### src/include/cpu_cfg.svh
// Register indices, field positions and reset values of the compare/PWM unit.
`ifndef CPU_CFG_SVH
`define CPU_CFG_SVH

// ****************************************
// Register indices (byte address = 4 * index)
// ****************************************
`define CPU_IDX_CORE_IRQ 10'h00b
`define CPU_IDX_FLAGS_ONE 10'h00c
`define CPU_IDX_FLAGS_B 10'h00d
`define CPU_IDX_TMR_LOW 10'h00e
`define CPU_IDX_TMR_HIGH 10'h00f
`define CPU_IDX_TMR_CTL 10'h010
`define CPU_IDX_PWM_TMR 10'h011
`define CPU_IDX_PWM_TCTL 10'h012
`define CPU_IDX_A_VLO 10'h015
`define CPU_IDX_A_VHI 10'h016
`define CPU_IDX_A_CTL 10'h017
`define CPU_IDX_B_VLO 10'h01b
`define CPU_IDX_B_VHI 10'h01c
`define CPU_IDX_B_CTL 10'h01d
`define CPU_IDX_PORT_C_LATCH_DIR 10'h087
`define CPU_IDX_IRQ_EN_ONE 10'h08c
`define CPU_IDX_PWM_LIMIT 10'h092

// ****************************************
// Reset values
// ****************************************
`define CPU_RST_PORT_C_LATCH_DIR 8'hff
`define CPU_RST_PWM_LIMIT 8'hff

// ****************************************
// Field positions and writable masks
// ****************************************
`define CPU_FLAG_EVT_OVF 0
`define CPU_FLAG_PWM_TMR 1
`define CPU_FLAG_UNIT_A 2
`define CPU_FLAG_UNIT_B 0
`define CPU_T1_ON 0
`define CPU_T1_PS_LSB 4
`define CPU_T2_ON 2
`define CPU_T2_PS_LSB 0
`define CPU_T2_POST_LSB 3
`define CPU_CTL_DUTY_LSB 4
`define CPU_DIR_A 2
`define CPU_DIR_B 1
`define CPU_CTL_MASK 8'h3f
`define CPU_EVENT_TIMER_CONTROL_MASK 8'h3f
`define CPU_PWM_TIMER_CONTROL_MASK 8'h7f
`define CPU_FLAGS_B_MASK 8'h01

`endif

### src/include/cpu_pkg.sv
// Types shared by the compare/PWM unit and its bench.
package cpu_pkg;

	typedef enum logic [3:0] {
		CPU_MODE_OFF = 4'h0,
		CPU_MODE_CMP_SET = 4'h8,
		CPU_MODE_CMP_CLR = 4'h9,
		CPU_MODE_CMP_FLAG = 4'ha,
		CPU_MODE_CMP_TRIG = 4'hb
	} cpu_mode_type;

	localparam logic [1:0] CPU_CMP_PREFIX = 2'b10;
	localparam logic [1:0] CPU_PWM_PREFIX = 2'b11;

	typedef struct packed {
		logic out;
		logic oe;
	} cpu_pin_type;

	typedef struct packed {
		logic [1:0] q;
		logic [15:0] t1;
		logic [7:0] event_timer_control;
		logic [2:0] t1pre;
		logic [7:0] pwm_base_timer;
		logic [7:0] pwm_timer_control;
		logic [7:0] pr2;
		logic [3:0] pre2;
		logic [3:0] post;
		logic [1:0][7:0] vlo;
		logic [1:0][7:0] vhi;
		logic [1:0][7:0] ctl;
		logic [1:0][1:0] lat2;
		logic [1:0] outl;
		logic [1:0] eq;
		logic [7:0] flags;
		logic [7:0] flags_b;
		logic [7:0] irq_en;
		logic [7:0] core_irq;
		logic [7:0] dir;
		logic [7:0] rdata;
		logic err;
		logic adc_start;
	} cpu_state_type;

endpackage

### src/design/cpu_top.sv
// Compare and PWM unit pair with event timer, PWM base timer and APB registers.
//
// Function
// - Compare value continuously matched against event timer.
// - Codes 1000/1001 drive pin high/low, set flag.
// - 1010 flag only, 1011 trigger, 11xx PWM.
// - Code 0000 turns unit off, resets state.
// - Zero control write forces compare latch low.
// - Flag-only compare leaves pin unchanged.
// - Unit A trigger resets event timer.
// - Unit B trigger resets timer, starts conversion.
// - Unit B timer reset sets no overflow flag.
// - PWM mode gives up to ten-bit output.
// - Zero control write forces PWM latch low.
// - Period match clears timer, latches duty byte.
// - Period match sets pin unless duty zero.
// - Postscaler plays no part in PWM period.
// - Duty is value byte then two low bits.
// - Duty writes anytime, effective after period match.
// - High duty register read-only in PWM mode.
// - Duty double-buffered with 2-bit internal latch.
// - Pin clears when buffered duty meets extended timer.
// - Duty beyond period never clears pin.
// - Base timer prescaler divides by 1, 4, 16.
// - Resolution equals log2 of clock over PWM rate at prescale 1.
`timescale 1ns/1ns
`default_nettype none
`include "cpu_cfg.svh"

module cpu_top (
	input wire logic clk,
	input wire logic rst_n,
	input wire logic [11:0] paddr,
	input wire logic psel,
	input wire logic penable,
	input wire logic pwrite,
	input wire logic [31:0] pwdata,
	output logic pready,
	output logic [31:0] prdata,
	output logic pslverr,
	input wire logic adc_enabled,
	output cpu_pkg::cpu_pin_type unit_a_pin,
	output cpu_pkg::cpu_pin_type unit_b_pin,
	output logic adc_start
);

	// ****************************************
	// State
	// ****************************************
	cpu_pkg::cpu_state_type s_r;
	cpu_pkg::cpu_state_type s_nxt;

	localparam logic [1:0][9:0] VLO_IDX = {`CPU_IDX_B_VLO, `CPU_IDX_A_VLO};
	localparam logic [1:0][9:0] VHI_IDX = {`CPU_IDX_B_VHI, `CPU_IDX_A_VHI};
	localparam logic [1:0][9:0] CTL_IDX = {`CPU_IDX_B_CTL, `CPU_IDX_A_CTL};

	logic [9:0] idx;
	logic [7:0] wd;
	logic setup;
	logic access;
	logic wr;
	logic icyc;
	logic [1:0] t1_ps;
	logic [2:0] t1_mask;
	logic t1tick;
	logic [1:0] t2_ps;
	logic [3:0] t2_mask;
	logic t2tick;
	logic pmatch;
	logic [1:0] low2;
	logic frac_step;
	logic [7:0] rd_val;
	logic rd_hit;

	// ****************************************
	// Bus decode
	// ****************************************
	assign idx = paddr[11:2];
	assign wd = pwdata[7:0];
	assign setup = psel && !penable;
	assign access = psel && penable;
	assign wr = access && pwrite;

	// Zero wait states: read data was sampled in the setup cycle
	assign pready = access;
	assign prdata = {24'h00_0000, s_r.rdata};
	assign pslverr = access && s_r.err;

	// ****************************************
	// Time bases
	// ****************************************
	// Instruction cycle is four core clocks, the q phase
	assign icyc = s_r.q == 2'b11;

	// Event timer prescale 1, 2, 4 or 8
	assign t1_ps = s_r.event_timer_control[`CPU_T1_PS_LSB +: 2];
	assign t1_mask = {&t1_ps, t1_ps[1], |t1_ps};
	assign t1tick = icyc && s_r.event_timer_control[`CPU_T1_ON] && ((s_r.t1pre & t1_mask) == t1_mask);

	// PWM base timer prescale 1, 4 or 16
	assign t2_ps = s_r.pwm_timer_control[`CPU_T2_PS_LSB +: 2];
	assign t2_mask = {t2_ps[1], t2_ps[1], |t2_ps, |t2_ps};
	assign t2tick = icyc && s_r.pwm_timer_control[`CPU_T2_ON] && ((s_r.pre2 & t2_mask) == t2_mask);

	// Period end is only timer versus limit; postscaler not involved
	assign pmatch = t2tick && (s_r.pwm_base_timer == s_r.pr2);

	// Fractional count steps on this clock; clearing on the step keeps high time at duty counts
	assign frac_step = s_r.pwm_timer_control[`CPU_T2_ON]
		&& ((t2_ps == 2'b00) || (icyc && (!t2_ps[1] || s_r.pre2[1:0] == 2'b11)));

	// Two fractional bits under the base timer: q phase or prescaler bits
	always_comb begin
		if (t2_ps == 2'b00) begin
			low2 = s_r.q;
		end else if (t2_ps[1]) begin
			low2 = s_r.pre2[3:2];
		end else begin
			low2 = s_r.pre2[1:0];
		end
	end

	// ****************************************
	// Register read
	// ****************************************
	always_comb begin
		rd_val = 8'h00;
		rd_hit = 1'b1;
		case (idx)
			`CPU_IDX_CORE_IRQ: begin
				rd_val = s_r.core_irq;
			end
			`CPU_IDX_FLAGS_ONE: begin
				rd_val = s_r.flags;
			end
			`CPU_IDX_FLAGS_B: begin
				rd_val = s_r.flags_b;
			end
			`CPU_IDX_TMR_LOW: begin
				rd_val = s_r.t1[7:0];
			end
			`CPU_IDX_TMR_HIGH: begin
				rd_val = s_r.t1[15:8];
			end
			`CPU_IDX_TMR_CTL: begin
				rd_val = s_r.event_timer_control;
			end
			`CPU_IDX_PWM_TMR: begin
				rd_val = s_r.pwm_base_timer;
			end
			`CPU_IDX_PWM_TCTL: begin
				rd_val = s_r.pwm_timer_control;
			end
			`CPU_IDX_PORT_C_LATCH_DIR: begin
				rd_val = s_r.dir;
			end
			`CPU_IDX_IRQ_EN_ONE: begin
				rd_val = s_r.irq_en;
			end
			`CPU_IDX_PWM_LIMIT: begin
				rd_val = s_r.pr2;
			end
			default: begin
				rd_hit = 1'b0;
			end
		endcase
		for (int u = 0; u < 2; u++) begin
			if (idx == VLO_IDX[u]) begin
				rd_val = s_r.vlo[u];
				rd_hit = 1'b1;
			end
			if (idx == VHI_IDX[u]) begin
				rd_val = s_r.vhi[u];
				rd_hit = 1'b1;
			end
			if (idx == CTL_IDX[u]) begin
				rd_val = s_r.ctl[u];
				rd_hit = 1'b1;
			end
		end
	end

	// ****************************************
	// Next state
	// ****************************************
	always_comb begin
		logic trig;
		logic adc_go;
		logic [7:0] set_f;
		logic [7:0] set_b;
		logic [3:0] md;
		logic on_eq;
		trig = 1'b0;
		adc_go = 1'b0;
		set_f = 8'h00;
		set_b = 8'h00;
		md = 4'h0;
		on_eq = 1'b0;
		s_nxt = s_r;
		s_nxt.q = s_r.q + 2'b01;
		s_nxt.adc_start = 1'b0;

		if (setup) begin
			s_nxt.rdata = rd_val;
			s_nxt.err = !rd_hit;
		end

		if (icyc && s_r.event_timer_control[`CPU_T1_ON]) begin
			s_nxt.t1pre = s_r.t1pre + 3'b001;
		end
		if (icyc && s_r.pwm_timer_control[`CPU_T2_ON]) begin
			s_nxt.pre2 = s_r.pre2 + 4'h1;
		end

		for (int u = 0; u < 2; u++) begin
			md = s_r.ctl[u][3:0];

			// Compare fires once on the cycle equality first appears
			on_eq = (md[3:2] == cpu_pkg::CPU_CMP_PREFIX) && ({s_r.vhi[u], s_r.vlo[u]} == s_r.t1);
			s_nxt.eq[u] = on_eq;
			if (on_eq && !s_r.eq[u]) begin
				if (u == 0) begin
					set_f[`CPU_FLAG_UNIT_A] = 1'b1;
				end else begin
					set_b[`CPU_FLAG_UNIT_B] = 1'b1;
				end
				case (md)
					cpu_pkg::CPU_MODE_CMP_SET: begin
						s_nxt.outl[u] = 1'b1;
					end
					cpu_pkg::CPU_MODE_CMP_CLR: begin
						s_nxt.outl[u] = 1'b0;
					end
					cpu_pkg::CPU_MODE_CMP_TRIG: begin
						trig = 1'b1;
						if (u == 1) begin
							adc_go = adc_enabled;
						end
					end
					default: begin
						// Flag-only compare leaves the latch as it is
						s_nxt.outl[u] = s_r.outl[u];
					end
				endcase
			end

			if (md[3:2] == cpu_pkg::CPU_PWM_PREFIX) begin
				if (pmatch) begin
					// Buffer reloads only here, so a half-written duty never shows
					s_nxt.vhi[u] = s_r.vlo[u];
					s_nxt.lat2[u] = s_r.ctl[u][`CPU_CTL_DUTY_LSB +: 2];
					s_nxt.outl[u] = {s_r.vlo[u], s_r.ctl[u][`CPU_CTL_DUTY_LSB +: 2]} != 10'h000;
				end else if (frac_step && ({s_r.vhi[u], s_r.lat2[u]} == {s_r.pwm_base_timer, low2} + 10'h001)) begin
					// Falls as the count reaches the duty; a duty above the limit is never reached
					s_nxt.outl[u] = 1'b0;
				end
			end

			if (md == cpu_pkg::CPU_MODE_OFF) begin
				s_nxt.outl[u] = 1'b0;
				s_nxt.lat2[u] = 2'b00;
				s_nxt.eq[u] = 1'b0;
			end

			if (wr && idx == VLO_IDX[u]) begin
				s_nxt.vlo[u] = wd;
			end
			if (wr && idx == VHI_IDX[u] && md[3:2] != cpu_pkg::CPU_PWM_PREFIX) begin
				s_nxt.vhi[u] = wd;
			end
			if (wr && idx == CTL_IDX[u]) begin
				s_nxt.ctl[u] = wd & `CPU_CTL_MASK;
				if (wd[3:0] == cpu_pkg::CPU_MODE_OFF) begin
					s_nxt.outl[u] = 1'b0;
					s_nxt.lat2[u] = 2'b00;
					s_nxt.eq[u] = 1'b0;
				end
			end
		end

		// Event timer: a trigger clears it without counting as overflow
		if (trig) begin
			s_nxt.t1 = 16'h0000;
		end else if (t1tick) begin
			s_nxt.t1 = s_r.t1 + 16'h0001;
			if (s_r.t1 == 16'hffff) begin
				set_f[`CPU_FLAG_EVT_OVF] = 1'b1;
			end
		end

		// PWM base timer and its postscaler, which only paces the flag
		if (pmatch) begin
			s_nxt.pwm_base_timer = 8'h00;
			if (s_r.post == s_r.pwm_timer_control[`CPU_T2_POST_LSB +: 4]) begin
				s_nxt.post = 4'h0;
				set_f[`CPU_FLAG_PWM_TMR] = 1'b1;
			end else begin
				s_nxt.post = s_r.post + 4'h1;
			end
		end else if (t2tick) begin
			s_nxt.pwm_base_timer = s_r.pwm_base_timer + 8'h01;
		end

		// Software writes win over counting
		if (wr) begin
			case (idx)
				`CPU_IDX_CORE_IRQ: begin
					s_nxt.core_irq = wd;
				end
				`CPU_IDX_FLAGS_ONE: begin
					s_nxt.flags = wd;
				end
				`CPU_IDX_FLAGS_B: begin
					s_nxt.flags_b = wd & `CPU_FLAGS_B_MASK;
				end
				`CPU_IDX_TMR_LOW: begin
					s_nxt.t1[7:0] = wd;
				end
				`CPU_IDX_TMR_HIGH: begin
					s_nxt.t1[15:8] = wd;
				end
				`CPU_IDX_TMR_CTL: begin
					s_nxt.event_timer_control = wd & `CPU_EVENT_TIMER_CONTROL_MASK;
				end
				`CPU_IDX_PWM_TMR: begin
					s_nxt.pwm_base_timer = wd;
				end
				`CPU_IDX_PWM_TCTL: begin
					s_nxt.pwm_timer_control = wd & `CPU_PWM_TIMER_CONTROL_MASK;
				end
				`CPU_IDX_PORT_C_LATCH_DIR: begin
					s_nxt.dir = wd;
				end
				`CPU_IDX_IRQ_EN_ONE: begin
					s_nxt.irq_en = wd;
				end
				`CPU_IDX_PWM_LIMIT: begin
					s_nxt.pr2 = wd;
				end
				default: begin
					s_nxt.pr2 = s_nxt.pr2;
				end
			endcase
		end

		// Hardware set beats a software clear in the same cycle
		s_nxt.flags = s_nxt.flags | set_f;
		s_nxt.flags_b = s_nxt.flags_b | set_b;
		s_nxt.adc_start = adc_go;
	end

	// ****************************************
	// Registers
	// ****************************************
	always_ff @(posedge clk) begin
		if (!rst_n) begin
			s_r <= '0;
			s_r.dir <= `CPU_RST_PORT_C_LATCH_DIR;
			s_r.pr2 <= `CPU_RST_PWM_LIMIT;
		end else begin
			s_r <= s_nxt;
		end
	end

	// ****************************************
	// Pins
	// ****************************************
	// Direction bit low means the pin drives; the port data latch is elsewhere
	assign unit_a_pin.out = s_r.outl[0];
	assign unit_a_pin.oe = !s_r.dir[`CPU_DIR_A];
	assign unit_b_pin.out = s_r.outl[1];
	assign unit_b_pin.oe = !s_r.dir[`CPU_DIR_B];
	assign adc_start = s_r.adc_start;

endmodule

`default_nettype wire

### config.mk
export PLATFORM = sky130hd
export DESIGN_NAME = cpu_top
export DESIGN_NICKNAME = d
export VERILOG_FILES = /design/src/include/cpu_pkg.sv /design/src/design/cpu_top.sv
export VERILOG_INCLUDE_DIRS = /design/src /design/src/include
export SDC_FILE = /design/constraint.sdc
export NUM_CORES = 1
export LEC_CHECK = 0
export ABC_AREA = 1
export BUFFER_PORTS_ARGS = -buffer_cell sky130_fd_sc_hd__buf_4
export CAP_MARGIN = 30
export CORE_MARGIN = 2
export CORE_UTILIZATION = 45
export CTS_CLUSTER_SIZE = 10
export DETAILED_ROUTE_END_ITERATION = 6
export SKIP_LAST_GASP = 1
export SLEW_MARGIN = 20
export SYNTH_ARGS = -nofsm -noshare
export SYNTH_HDL_FRONTEND = slang
export SYNTH_SLANG_ARGS = --single-unit
### constraint.sdc
create_clock -name clk -period 2.45 [get_ports clk]
set_input_delay 0.1225 -clock clk [delete_from_list [all_inputs] [get_ports clk]]
set_output_delay 0.1225 -clock clk [all_outputs]
set_load 0.03 [all_outputs]
Word-level counts from Yosys, hierarchy flattened --
Index checks and enable logic that the tools add are counted. W data, S select, Z words.
Word-level totals: register bits 160, bits in latches 0, memory bits (writable) 0, memory bits (read-only) 0, input port bits 50, output and inout bits 39, memories 0
Operators by class: $add $sub $neg 7, $mul 0, divide/modulo/power cells 0, order comparisons 0, eq/ne operators 40, shifts and indexed selects 0, mux-type cells 84, bitwise operators 4, reductions and logical operators 57
Operators with widths (count):
- $mux W8 | 23
- $eq A10 B5 Y1 const B | 9
- $pmux W8 S11 | 1
- $eq A10 B4 Y1 const B | 5
- $mux W24 | 2
- $mux W40 | 1
- $mux W1 | 38
- $eq A16 B16 Y1 | 2
- $mux W16 | 2
- $eq A10 B8 Y1 const B | 3
- $logic_and A1 B1 Y1 | 25
- $eq A4 B4 Y1 const B | 6
- $mux W2 | 12
- $eq A10 B10 Y1 | 2
- $reduce_bool A10 Y1 | 2
- $reduce_and A2 Y1 | 9
- $add A16 B1 Y16 const B | 1
- $eq A16 B16 Y1 const B | 1
- $eq A2 B2 Y1 const B | 6
- $logic_not A4 Y1 | 3
- $reduce_or A11 Y1 | 1
- $add A10 B1 Y10 const B | 1
- $add A4 B1 Y4 const B | 2
- $add A8 B1 Y8 const B | 1
- other kinds (20) | 34

Depth between registers and ports, before layout --
word-level depth 12, depth in mapped cells 17, mapped depth without buffers 17

Worst setup path after synthesis --
No wires, ideal clock.
kind reg-to-reg, start register s_r[123] in the netlist's numbering, end register s_r, in the netlist unit_a_pin[1], arrival time 1947 ps, setup slack 392 ps, stages on the path, launching flop included 18, buffers on the path 0, period minus slack after synthesis 2058 ps, cell sequence dfxtp_1 > inv_1 > nor2_1 > nor2_1 > nand2_1 > nand2_2 > ha_1 > nand2_1 > xor2_1 > inv_1 > nand2_1 > nand4_1 > nor2_1 > nand3_1 > nor2_1 > nand3_1 > nor2_1 > nor2_1
Between the ends: cells in the longest elaborated chain, start to end 12, elaborated cells on any way between the ends 22, those cells by class 1 x add/sub; 2 x eq/ne; 8 x mux; 1 x bitwise; 10 x reduce/logical
RTL lines:
- from (decl) | line cpu_top.sv:50 | cpu_pkg::cpu_state_type s_r;
- from (signal assigned) | line cpu_top.sv:361 | s_r <= s_nxt;
- parallel branches: the longest is 7 deep, another holds $add A10 B1 Y10
- $mux W1 (*) | line cpu_top.sv:248 | if (pmatch) begin
- $mux W1 (*) | line cpu_top.sv:247 | if (md[3:2] == cpu_pkg::CPU_PWM_PREFIX) begin
- $mux W1 (*) | line cpu_top.sv:259 | if (md == cpu_pkg::CPU_MODE_OFF) begin
- $mux W1 | line cpu_top.sv:273 | if (wd[3:0] == cpu_pkg::CPU_MODE_OFF) begin
- $mux W1 (*) | line cpu_top.sv:271 | if (wr && idx == CTL_IDX[u]) begin
Mark *: on every way between the ends. A chain may end at the register's enable or synchronous reset.

Worst setup path in the final report --
start register s_r[165] in the netlist's numbering, end register s_r[42] in the netlist's numbering
Between the ends: cells in the longest elaborated chain, start to end 6
RTL lines:
- $eq A2 B2 Y1 | line cpu_top.sv:93 | assign icyc = s_r.q == 2'b11;
- $logic_and A1 B1 Y1 (2 in a row) | line cpu_top.sv:98 | assign t1tick = icyc && s_r.event_timer_control[`CPU_T1_ON] && ((s_r.t1pre & t1_mask) == t1_mask);
- $mux W1 | line cpu_top.sv:284 | end else if (t1tick) begin
- $mux W1 | line cpu_top.sv:282 | if (trig) begin
- $or A8 B3 Y8 | line cpu_top.sv:347 | s_nxt.flags = s_nxt.flags | set_f;
Every way passes these cells.

==> flow_summary.yaml <==
run_status:
  status: "finished clean"
sta:
  rsz0062_at_grt: "false"
  final_max_slew_viol_count: 0
  skew_ns: 0.009010
  fmax_mhz: 435.2
  relSlewSlack_pct: 61.51
  setup_viol: 0
  worstMarginPinSlew_ns: 0.5767
  fin_crit_sh_pct: 93.79
  final.setup.worst_slack_ns: 0.1521
  timing.setup.tns_ns: 0
  period_needed_ns: 2.298
  hold_viol: 0
global_route:
  grt_pass1_vias: 9331
  grt_usage_pct: 33.88
  grt_pass1_wl_microns: 56530
  grt_max_degree: 45
  antenna_found_initial: 1
  grt-ovfl-total: 0
layout:
  drive_above_1_share_pct: 12.75
  area_growth_pct: 13.45
  fin_area_sq_mm: 0.01088
  final_cells: 1805
  fill_cells: 2179
  final_util_pct: 51.91
  final_nets: 1574
  n_antenna_cell: 0
power:
  power.leakage_nw: 4.605
  ir_drop_uv: 404.7
  powerDensity_mw_per_mm2: 539.8
drt:
  dr.pass1.iters: 6
  vias: 10220
  ant_nets: 0
  post_drt_wl_per_cell_microns: 20.62
  vias_per_cell: 5.663
  routed_wl_microns: 37220
  drc: 0
  drt-initial-drc-count: 1196
clocking:
  cts_tree: "yes"
  cts_root_buf: "clkbuf_16"
  clock_path_buffers: 2
  worst_skew_pair.late_latency_ns: 0.43
  cts_buffers: 17
  cts.sinks: 153
  clk_pin_slew_ns: 0.07
  htree_num_levels: 4
die:
  io_pins: 89
  initial_core_util_pct: 45.75
  die_h_microns: 150.0
  die_area_sq_mm: 0.02249
  core_area_sq_mm: 0.02096
  die_width_microns: 150.0
  rows: 53
placement:
  place_inst: 1772
  io_buffers: 38
  hpwl_microns: 28290
  place_area_sq_mm: 0.01017
  pre_cts_ws_ns: 0.1284
  gp_congestion: 1.037
setup_path:
  crit_path_end: "s_r[42]"
  r2r_end: "s_r[42]"
  r2r_cells: 9
  startpoint: "s_r[165]"
  crit_fanout: 6
  critPathArrivalTime_ns: 2.66
  r2r_slack_ns: 0.15
  setup.worst_path.start_class: "flip-flop"
  crit_required_ns: 2.82
  critical_path_class: "flip-flop to flip-flop"
  cp-end-kind: "flip-flop"
  r2r_start: "s_r[165]"
hold_path:
  worst_hold_path_type: "input port to flip-flop"
synth:
  synth_edf_count: 0
  synth_area_sq_mm: 0.009588
  syn_inst: 1473
  synth_ff_type: "dfxtp_1"
  async_reset_ff_share_pct: 0
  ys_ff_latch: 153
  ys_seq_area_share_pct: 31.95
  ys_types: 46
  ys_warn_count: 0
  synthesis.area_per_instance_sq_um: 6.509
job:
  cap_violations: 0
==> area by class of cell <==
cell class | count | area (sq um) | share of cell area, %
Multi-Input combinational cell | 1107 | 5603 | 51.51
Sequential cell | 153 | 3063 | 28.16
Timing Repair Buffer | 82 | 630.6 | 5.797
Inverter | 156 | 585.6 | 5.383
Clock buffer | 21 | 470.5 | 4.325
Tap cell | 275 | 344.1 | 3.163
Clock inverter | 11 | 181.4 | 1.668
==> sequential cells by signal (all words and copies together), names as in the netlist <==
name / flops
prdata: 8
unit_b_pin: 1
s_r: 142
adc_start: 1
unit_a_pin: 1
==> per-stage QoR <==
step	hold slack (ns)	power, mW
3_3_place_gp	0.3772	2.921
2_1_floorplan	0.2452	2.796
4_1_cts	0.02531	5.865
5_1_grt	0.03471	5.994
6_report	0.03701	5.871
3_5_place_dp	0.3844	2.922
==> cell usage in the layout, fill, tap and decap left out, types with 2 or more instances in the layout <==
master,netlist,routed
a211oi_1,4,4
a21oi_1,147,147
buf_4,38,80
bufinv_16,0,4
clkbuf_16,0,17
clkbuf_8,0,3
clkinv_1,2,2
clkinv_4,0,2
conb_1,1,24
dfxtp_1,153,153
ha_1,7,6
inv_1,140,139
inv_2,14,15
inv_6,0,5
nand2_1,337,336
nand2_2,10,10
nand2_4,2,3
nand3_1,86,86
nand3_2,4,4
nand3b_1,4,4
nand4_1,50,50
nor2_1,127,126
nor2_2,14,15
nor2_4,18,18
nor3_1,29,29
nor3_2,2,2
nor4_1,12,12
o211ai_1,17,17
o21ai_0,131,131
o21ai_1,13,13
o22ai_1,5,5
or2_2,7,7
xnor2_1,7,7
xor2_1,37,35
xor2_2,0,2
==> power breakdown <==
| part | total (mW) | switching (mW) | leakage [nW] | internal, mW |
|---|---|---|---|---|
| registers | 2.50 | 0.00437 | 1.23 | 2.49 |
| clock network | 2.99 | 1.18 | 0.320 | 1.81 |
| logic | 0.380 | 0.291 | 3.05 | 0.0894 |
==> cells in the mapped netlist (all sizes together), types with 4 or more instances <==
master / instances / share of area, %
nor2: 159 / 8.0
o21ai: 145 / 7.6
buf: 56 / 4.0
or2: 8 / 0.52
nand4: 51 / 3.4
xor2: 37 / 3.4
ha: 7 / 0.91
nand3b: 4 / 0.31
dfxtp: 153 / 32
a211oi: 4 / 0.31
nand3: 91 / 5.1
nor4: 12 / 0.78
o22ai: 5 / 0.33
a21oi: 147 / 7.7
xnor2: 7 / 0.64
nor3: 32 / 1.9
o211ai: 17 / 1.3
clkbuf: 24 / 0.95
inv: 154 / 6.0
nand2: 349 / 14
==> how the worst min path moves through the flow <==
stage	cells after the start	slack, ns	from	endpoint
floorplan	2	0.25	rst_n	s_r[51]
CTS	3	0.03	pwdata[6]	s_r[155]
detailed placement	3	0.38	adc_enabled	adc_start
global placement	3	0.38	adc_enabled	adc_start
global route	3	0.03	pwdata[6]	s_r[155]
finish	3	0.04	pwdata[6]	s_r[155]
==> cells by family after synthesis <==
kind of cell / Yosys count / synth area share, %
flops: 153 / 31.95
buf+inv: 236 / 11.04
xor+xnor: 44 / 4.019
simple gates: 709 / 34.29
compound gates: 323 / 17.75
fa+ha+maj: 7 / 0.9134
other cells: 1 / 0.03911
==> layer usage <==
layer | track usage, % | routed length (microns) | vias to the layer above
met5 | 0 | 0 | -
met4 | 10.75 | 1155 | 0
met3 | 5.427 | 3283 | 68
met2 | 52.15 | 16080 | 453
met1 | 48.37 | 16710 | 4777
li1 | - | - | 4923
==> repair_timing <==
action,CTS,global route
setup endpoints to repair,0,13
resized for setup,0,10
endpoints found under the hold margin,1,0
setup buffers,0,0
hold buffers,1,0
==> critical path: stages (launching register included) <==
cell,delay [ns]
dfxtp_1,0.36
ha_1,0.27
nand2_1,0.19
a21oi_1,0.16
nand2_1,0.25
nor3_1,0.30
nand3_1,0.16
nor2_1,0.12
nand4_1,0.23
a21oi_1,0.19
Power figures use the tool's default switching activity.
